[src/hdl/irq_pkg.sv]
/*
 * Constants, register map and carrier types of the content-protection
 * interrupt unit.
 * Assumes one 125 MHz clock and a synchronous active-high reset.
 */
package irq_pkg;

    // ------------------------------------------------------------
    // Register map
    // ------------------------------------------------------------
    localparam int DATA_W = 8;
    localparam int ADDR_W = 8;
    localparam logic [7:0] ENABLE_OFS = 8'hC6;
    localparam logic [7:0] STATUS_OFS = 8'hC7;
    localparam logic [7:0] CLEAR_OFS = 8'hD0;
    localparam logic [7:0] CONFIG_OFS = 8'hD1;
    localparam logic [7:0] ENABLE_RST = 8'h00;
    localparam logic [7:0] CONFIG_RST = 8'h00;

    // ------------------------------------------------------------
    // Bit positions
    // ------------------------------------------------------------
    localparam int INDIRECT_BIT = 7;
    localparam int RX_DET_BIT = 6;
    localparam int DOWNSTREAM_BIT = 5;
    localparam int KEY_LIST_BIT = 4;
    localparam int RX_KEY_BIT = 3;
    localparam int AUTH_FAIL_BIT = 2;
    localparam int AUTH_PASS_BIT = 1;
    localparam int GLOBAL_BIT = 0;
    localparam int WAIT_LOCK_BIT = 0;
    localparam int NUM_SRC = 7;

    // ------------------------------------------------------------
    // Carriers
    // ------------------------------------------------------------
    typedef struct packed {
        logic [ADDR_W-1:0] addr;
        logic [DATA_W-1:0] wdata;
        logic wr;
        logic rd;
    } bus_req_t;

    typedef struct packed {
        logic indirect_done;
        logic rx_present;
        logic rx_locked;
        logic downstream_irq;
        logic key_list_ready;
        logic rx_key_ready;
        logic auth_fail;
        logic auth_pass;
    } events_t;

    typedef struct packed {
        logic [DATA_W-1:0] irq_enable_mask_r;
        logic [DATA_W-1:0] protection_config_reg_r;
        logic [DATA_W-1:0] rdata_r;
        logic det_prev_r;
    } unit_state_t;

endpackage

[src/hdl/sticky_flags.sv]
/*
 * Bank of sticky event flags: set by hardware pulses, cleared by mask.
 * Assumes set and clear come from logic on the same clock.
 */
module sticky_flags #(
    parameter int N = 7
) (
    input wire logic clk,
    input wire logic rst,
    input wire logic [N-1:0] set,
    input wire logic [N-1:0] clr,
    output logic [N-1:0] flags
);

    // ------------------------------------------------------------
    // Checks
    // ------------------------------------------------------------
    if (N < 1 || N > 8) begin : bad_width
        $error("sticky_flags: N must be 1 to 8");
    end

    logic [N-1:0] flags_r;
    logic [N-1:0] flags_nxt;

    // ------------------------------------------------------------
    // Per-bit update
    // ------------------------------------------------------------
    for (genvar i = 0; i < N; i++) begin : g_bit
        // Set beats clear so an event in the clear cycle survives
        assign flags_nxt[i] = set[i] | (flags_r[i] & ~clr[i]);
    end

    always_ff @(posedge clk) begin
        if (rst) begin
            flags_r <= '0;
        end else begin
            flags_r <= flags_nxt;
        end
    end

    assign flags = flags_r;

endmodule

[src/hdl/content_protection_irq_unit.sv]
/*
 * Interrupt enable, status and global flag logic of the content-protection
 * transmitter, with a plain register port.
 * Assumes event inputs come from logic on clk as one-cycle pulses, except
 * rx_present and rx_locked which are levels; the bus master never
 * asserts read and write strobes together.
 */
module content_protection_irq_unit (
    input wire logic clk,
    input wire logic rst,
    input wire irq_pkg::bus_req_t req,
    output logic [irq_pkg::DATA_W-1:0] rdata,
    input wire irq_pkg::events_t ev,
    output logic irq
);

    // ------------------------------------------------------------
    // Decoding
    // ------------------------------------------------------------
    function automatic logic hit(
        input logic [irq_pkg::ADDR_W-1:0] a,
        input logic [irq_pkg::ADDR_W-1:0] ofs
    );
        hit = (a == ofs);
    endfunction

    irq_pkg::unit_state_t s;
    irq_pkg::unit_state_t s_nxt;

    logic [irq_pkg::DATA_W-1:0] set_vec;
    logic [irq_pkg::DATA_W-1:0] clr_vec;
    logic [irq_pkg::NUM_SRC-1:0] flags;
    logic [irq_pkg::DATA_W-1:0] status_view;
    logic global_flag;
    logic det_level;
    logic det_rise;
    logic wait_lock_select;
    logic en_wr;
    logic [irq_pkg::DATA_W-1:0] en;

    assign en = s.irq_enable_mask_r;
    assign wait_lock_select = s.protection_config_reg_r[irq_pkg::WAIT_LOCK_BIT];
    assign en_wr = req.wr && hit(req.addr, irq_pkg::ENABLE_OFS);

    // ------------------------------------------------------------
    // Event capture
    // ------------------------------------------------------------
    // Detect counts only once lock is reported when waiting is selected
    assign det_level = ev.rx_present & (~wait_lock_select | ev.rx_locked);
    // Edge, not level, so a cleared flag is not set again at once
    assign det_rise = det_level & ~s.det_prev_r;

    always_comb begin
        set_vec = '0;
        set_vec[irq_pkg::INDIRECT_BIT] = ev.indirect_done;
        set_vec[irq_pkg::RX_DET_BIT] = det_rise;
        set_vec[irq_pkg::DOWNSTREAM_BIT] = ev.downstream_irq;
        set_vec[irq_pkg::KEY_LIST_BIT] = ev.key_list_ready;
        set_vec[irq_pkg::RX_KEY_BIT] = ev.rx_key_ready;
        set_vec[irq_pkg::AUTH_FAIL_BIT] = ev.auth_fail;
        set_vec[irq_pkg::AUTH_PASS_BIT] = ev.auth_pass;
    end

    always_comb begin
        clr_vec = '0;
        if (req.wr && hit(req.addr, irq_pkg::CLEAR_OFS)) begin
            clr_vec = req.wdata;
        end
    end

    sticky_flags #(
        .N(irq_pkg::NUM_SRC)
    ) u_flags (
        .clk(clk),
        .rst(rst),
        .set(set_vec[irq_pkg::DATA_W-1:1]),
        .clr(clr_vec[irq_pkg::DATA_W-1:1]),
        .flags(flags)
    );

    // ------------------------------------------------------------
    // Global flag and interrupt
    // ------------------------------------------------------------
    // Per-source gating by enable bits 7..1
    assign global_flag = |(flags & en[irq_pkg::DATA_W-1:1]);
    assign status_view = {flags, global_flag};
    // Output gate: global enable bit 0
    assign irq = global_flag & en[irq_pkg::GLOBAL_BIT];

    // ------------------------------------------------------------
    // Register port and state
    // ------------------------------------------------------------
    always_comb begin
        s_nxt = s;
        s_nxt.det_prev_r = det_level;
        s_nxt.rdata_r = '0;
        if (en_wr) begin
            s_nxt.irq_enable_mask_r = req.wdata;
        end
        if (req.wr && hit(req.addr, irq_pkg::CONFIG_OFS)) begin
            s_nxt.protection_config_reg_r = req.wdata;
        end
        if (req.rd) begin
            if (hit(req.addr, irq_pkg::ENABLE_OFS)) begin
                s_nxt.rdata_r = s.irq_enable_mask_r;
            end else if (hit(req.addr, irq_pkg::STATUS_OFS)) begin
                s_nxt.rdata_r = status_view;
            end else if (hit(req.addr, irq_pkg::CONFIG_OFS)) begin
                s_nxt.rdata_r = s.protection_config_reg_r;
            end
        end
    end

    always_ff @(posedge clk) begin
        if (rst) begin
            s.irq_enable_mask_r <= irq_pkg::ENABLE_RST;
            s.protection_config_reg_r <= irq_pkg::CONFIG_RST;
            s.rdata_r <= '0;
            s.det_prev_r <= 1'b0;
        end else begin
            s <= s_nxt;
        end
    end

    assign rdata = s.rdata_r;

    logic clr_wr;
    assign clr_wr = req.wr && hit(req.addr, irq_pkg::CLEAR_OFS);
    logic pend_any;
    assign pend_any = |(flags & en[irq_pkg::DATA_W-1:1]);
endmodule

[config.mk]
export PLATFORM = sky130hd
export DESIGN_NAME = content_protection_irq_unit
export DESIGN_NICKNAME = d
export VERILOG_FILES = /design/src/hdl/irq_pkg.sv /design/src/hdl/sticky_flags.sv /design/src/hdl/content_protection_irq_unit.sv
export SDC_FILE = /design/constraint.sdc
export NUM_CORES = 1
export LEC_CHECK = 0
export BUFFER_PORTS_ARGS = -buffer_cell sky130_fd_sc_hd__buf_4
export CORE_ASPECT_RATIO = 0.5
export CORE_UTILIZATION = 49
export CTS_BUF_LIST = sky130_fd_sc_hd__clkbuf_4 sky130_fd_sc_hd__clkbuf_8
export DETAILED_ROUTE_END_ITERATION = 6
export GPL_TIMING_DRIVEN = 0
export PLACE_DENSITY = 0.78
export SYNTH_ARGS = -nofsm -noshare
export SYNTH_HDL_FRONTEND = slang
export SYNTH_SLANG_ARGS = --single-unit
[constraint.sdc]
create_clock -name clk -period 1.1 [get_ports clk]
set_input_delay 0.11 -clock clk [delete_from_list [all_inputs] [get_ports clk]]
set_output_delay 0.11 -clock clk [all_outputs]
set_load 0.05 [all_outputs]
[Word level (Yosys, flattened, before mapping)]
Index checks and enable logic that the tools add are counted.
Storage, ports and cells
  input bits: 28
  output and inout bits: 9
  flip-flop bits (word level): 32
  logic and storage cells: 47
Cells by class
  bitwise operators: 29
  equality and inequality tests: 4
  reduce and logical (&&, ||, !) cells: 5
  muxes and demuxes: 4
Operators by type and width (count)
  8-bit equality test (second input constant): 4
  8-bit 2-to-1 mux: 4
  1-bit AND: 10
  1-bit inverter: 10
  1-bit OR: 8
  7-bit AND: 1
  7-bit OR reduction: 1
  1-bit logical AND: 3
  2-bit OR reduction: 1

[Depth between registers and ports, before layout]
  depth after elaboration: 6
  depth in mapped cells: 5
  depth with buffers taken out: 4

[Cells and area by module]
From an unflattened synthesis, not the netlist that was laid out.
Second synthesis, totals
  cell total of the unflattened synthesis: 168
  area total of the unflattened synthesis: 1542.7 sq um
Modules (own cells, without submodules)
  content_protection_irq_unit: sequential area each 500.5 sq um, area each 1244.9 sq um, times used 1, cells each 140
  sticky_flags: sequential area each 140.1 sq um, area each 297.8 sq um, times used 1, cells each 28

[Worst setup path before layout]
Ideal clock, no wire load.
  path kind: flip-flop to output port
  start point: register u_flags.flags_r[0], in the netlist u_flags.flags[0]
  end point: output port irq
  cell stages (with the launch flop): 3
  arrival: 1.320 ns
  required time: 0.990 ns
  slack: -0.330 ns
  cell sequence: dfxtp_1 a22oi_1 a31oi_1
Between the ends
  word-level cells in the longest chain between the ends: 3
RTL lines
  from (decl): line sticky_flags.sv:22  | logic [N-1:0] flags_r;
  from (signal assigned): line sticky_flags.sv:37  | flags_r <= flags_nxt;
  7-bit AND
  7-bit OR reduction
  1-bit AND: line content_protection_irq_unit.sv:88  | assign irq = global_flag & en[irq_pkg::GLOBAL_BIT];
  to (decl): line content_protection_irq_unit.sv:14  | output logic irq
No other way between the ends.

[Worst setup path after layout]
  start point: register u_flags.flags_r[3], in the netlist u_flags.flags[3]
  end point: output port irq
Same word-level chain as after synthesis.

==> impl_metrics.py <==
metrics = {
    "sta": {
        "fin_tns_setup_ps": -715.1,
        "maxSlewHeadroom_pct": 63.90,
        "final.min_clock_period_ps": 1496,
        "setup_violations": 2,
        "tightestPinTransition_ps": 541.5,
        "rsz0062_at_grt": "true",
        "whs_ps": 14.34,
        "worst_slack_ps": -396.2,
        "skew_ps": 5.663,
        "fin_crit_sh_pct": 136.0,
        "report.final.slew_viol_count": 0,
        "hold_violations": 0,
        "max_freq_ghz": 0.6684,
    },
    "route": {
        "initialDrtViolationCount": 70,
        "ant_nets": 0,
        "routedLengthMet1_mm": 1.659,
        "wl_met2_mm": 1.569,
        "highest_layer": "met4",
        "wire_per_inst_um": 14.92,
        "first_pass_iters": 4,
        "vias_per_cell": 5.462,
        "wl_mm": 3.492,
        "route.detailed.drc": 0,
        "routed-wl-met3_um": 204,
        "via_count": 1278,
    },
    "synth": {
        "synth_area_per_cell_sq_um": 9.670,
        "synth.distinct_cells": 28,
        "syn_inst": 151,
        "ys_warn_count": 0,
        "mappedNetlistArea_sq_mm": 0.001460,
        "yosysSeqAreaShare_pct": 43.87,
        "ys_ff_latch": 32,
        "syn_nets": 179,
    },
    "critical_path": {
        "rr_worst_depth": 6,
        "cp.required_ps": 990,
        "arrival_ps": 1390,
        "criticalPathCategory": "reg -> out",
        "end_kind": "output pin",
        "worstPathMaxFanout": 2,
        "startpoint_type": "register",
    },
    "finish": {
        "mostFrequentLayoutCell": "buf_4",
        "fin_util_pct": 72.09,
        "drive_above_1_share_pct": 42.13,
        "instances_no_fill": 234,
        "design_area_sq_mm": 0.001958,
        "mostFrequentLayoutCells": "buf_4 (46), dfxtp_1 (30), nor2_1 (22)",
        "syn2layout_area_growth_pct": 34.10,
        "antenna_cells": 0,
        "layout.nets": 225,
    },
    "power_and_ir_drop": {
        "p_total_mw": 2.279,
        "leakage_nw": 0.8384,
        "powerDensity_mw_per_mm2": 1164,
        "irDropWorstVdd_mv": 0.7134,
    },
    "floorplan": {
        "design.core.area_sq_mm": 0.002716,
        "start_util_pct": 53.75,
        "num_io_pins": 37,
        "dieHeight_um": 40.60,
        "die_w_um": 79.20,
        "core.rowCount": 13,
        "die_area_sq_mm": 0.003216,
    },
    "global_route": {
        "gr-total-overflow": 0,
        "grt_pass1_vias": 1147,
        "grt_usage_pct": 24.34,
        "grt_pass1_wl_mm": 5.333,
        "antenna_found_initial": 0,
        "grt_max_degree": 11,
    },
    "clocking": {
        "cts_tree": "built",
        "clock_sinks": 32,
        "clk_latency_ps": 290,
        "clock_path_buffers": 2,
        "root_buffer": "clkbuf_8",
        "cts_buffers": 5,
        "h-tree-depth": 2,
        "clk_pin_slew_ps": 70,
    },
    "outcome": {
        "status": "finished with violations",
        "violations": "setup timing",
    },
    "placement": {
        "dp_hpwl_mm": 2.429,
        "io_buffers": 36,
        "dp_cells": 224,
        "dpl-instance-area_sq_mm": 0.001813,
        "dpl_worst_slack_ps": -282.0,
        "place_congestion": 0.7470,
    },
    "hold_path": {
        "hold_depth": 2,
        "hold_path.class": "in -> reg",
    },
    "flow_run": {
        "maxCapViolations": 0,
    },
}
-- logic make-up after synthesis --
| group | after synthesis | synth area share (%) |
|---|---|---|
| simple gates | 44 | 15.85 |
| compound gates | 27 | 17.65 |
| flops | 32 | 43.87 |
| buf+inv | 32 | 11.65 |
| mux | 16 | 10.97 |
-- report_power, final --
group / switching, mW / total (mW) / internal [mW]
registers: 0.0219 / 1.20 / 1.18
logic: 0.0895 / 0.189 / 0.0995
clock network: 0.432 / 0.886 / 0.454
total: 0.543 / 2.28 / 1.74
-- worst max-delay path, cell delays in order (launching register included) --
cell      delay (ps)
dfxtp_2          330
a222oi_1         330
buf_4            190
a31oi_4           80
buf_6            170
-- layer usage --
layer	GRT usage, %	up-vias
met3	7.727	9
met5	0	-
li1	-	619
met2	40.95	37
met4	11.82	0
met1	29.50	613
-- cells in the mapped netlist --
| cell type | count | share of area (%) |
|---|---|---|
| nand2b_1 | 1 | 0.43 |
| a31oi_1 | 1 | 0.43 |
| a311oi_1 | 6 | 3.6 |
| buf_4 | 11 | 5.7 |
| a22oi_1 | 2 | 1.0 |
| clkbuf_1 | 2 | 0.51 |
| nor3b_2 | 1 | 0.86 |
| inv_2 | 1 | 0.26 |
| a32o_1 | 1 | 0.69 |
| buf_6 | 1 | 0.77 |
| buf_2 | 1 | 0.34 |
| nand4_4 | 1 | 1.5 |
| and4_1 | 1 | 0.60 |
| and4b_1 | 1 | 0.69 |
| and2_1 | 1 | 0.43 |
| mux2i_1 | 16 | 11 |
| nor4bb_1 | 1 | 0.69 |
| nand3_1 | 1 | 0.34 |
| and3_1 | 3 | 1.3 |
| and4bb_2 | 1 | 0.86 |
| nand2_1 | 10 | 2.6 |
| a222oi_1 | 1 | 0.69 |
| o21ai_2 | 1 | 0.60 |
| inv_1 | 16 | 4.1 |
| dfxtp_1 | 32 | 44 |
| nor2_1 | 22 | 5.7 |
| o21ai_1 | 7 | 2.4 |
| a221oi_2 | 8 | 8.2 |
-- layout make-up --
| class | instances | area (sq um) |
|---|---|---|
| buffer | 15 | 113.9 |
| clock buffer | 6 | 76.32 |
| clock inverter | 1 | 5.005 |
| fill | 210 | 758.2 |
| inverter | 17 | 63.81 |
| multi-input combinational | 87 | 709.4 |
| sequential | 32 | 643.1 |
| tap | 37 | 46.29 |
| timing repair buffer | 39 | 300.3 |
-- flip-flops by register name (all words and copies together) (netlist names) --
name / cells
u_flags.flags: 7
s: 9
en: 8
rdata: 8
-- path summary, 6_finish.rpt --
| check | start | slack (ps) | endpoint |
|---|---|---|---|
| setup reg to reg | u_flags.flags[3] | -320 | rdata[0] |
| hold / removal | rst | 10 | u_flags.flags[0] |
| setup / recovery | u_flags.flags[3] | -400 | irq |
| hold reg to reg | s[12] | 480 | rdata[3] |
-- repair_timing --
item	CTS	global route
resized for setup	4	5
endpoints found under the setup margin	2	17
buffers inserted	2	1
pin swaps	2	4
hold buffers	0	0
No activity file was read; power rests on OpenSTA's default activity.
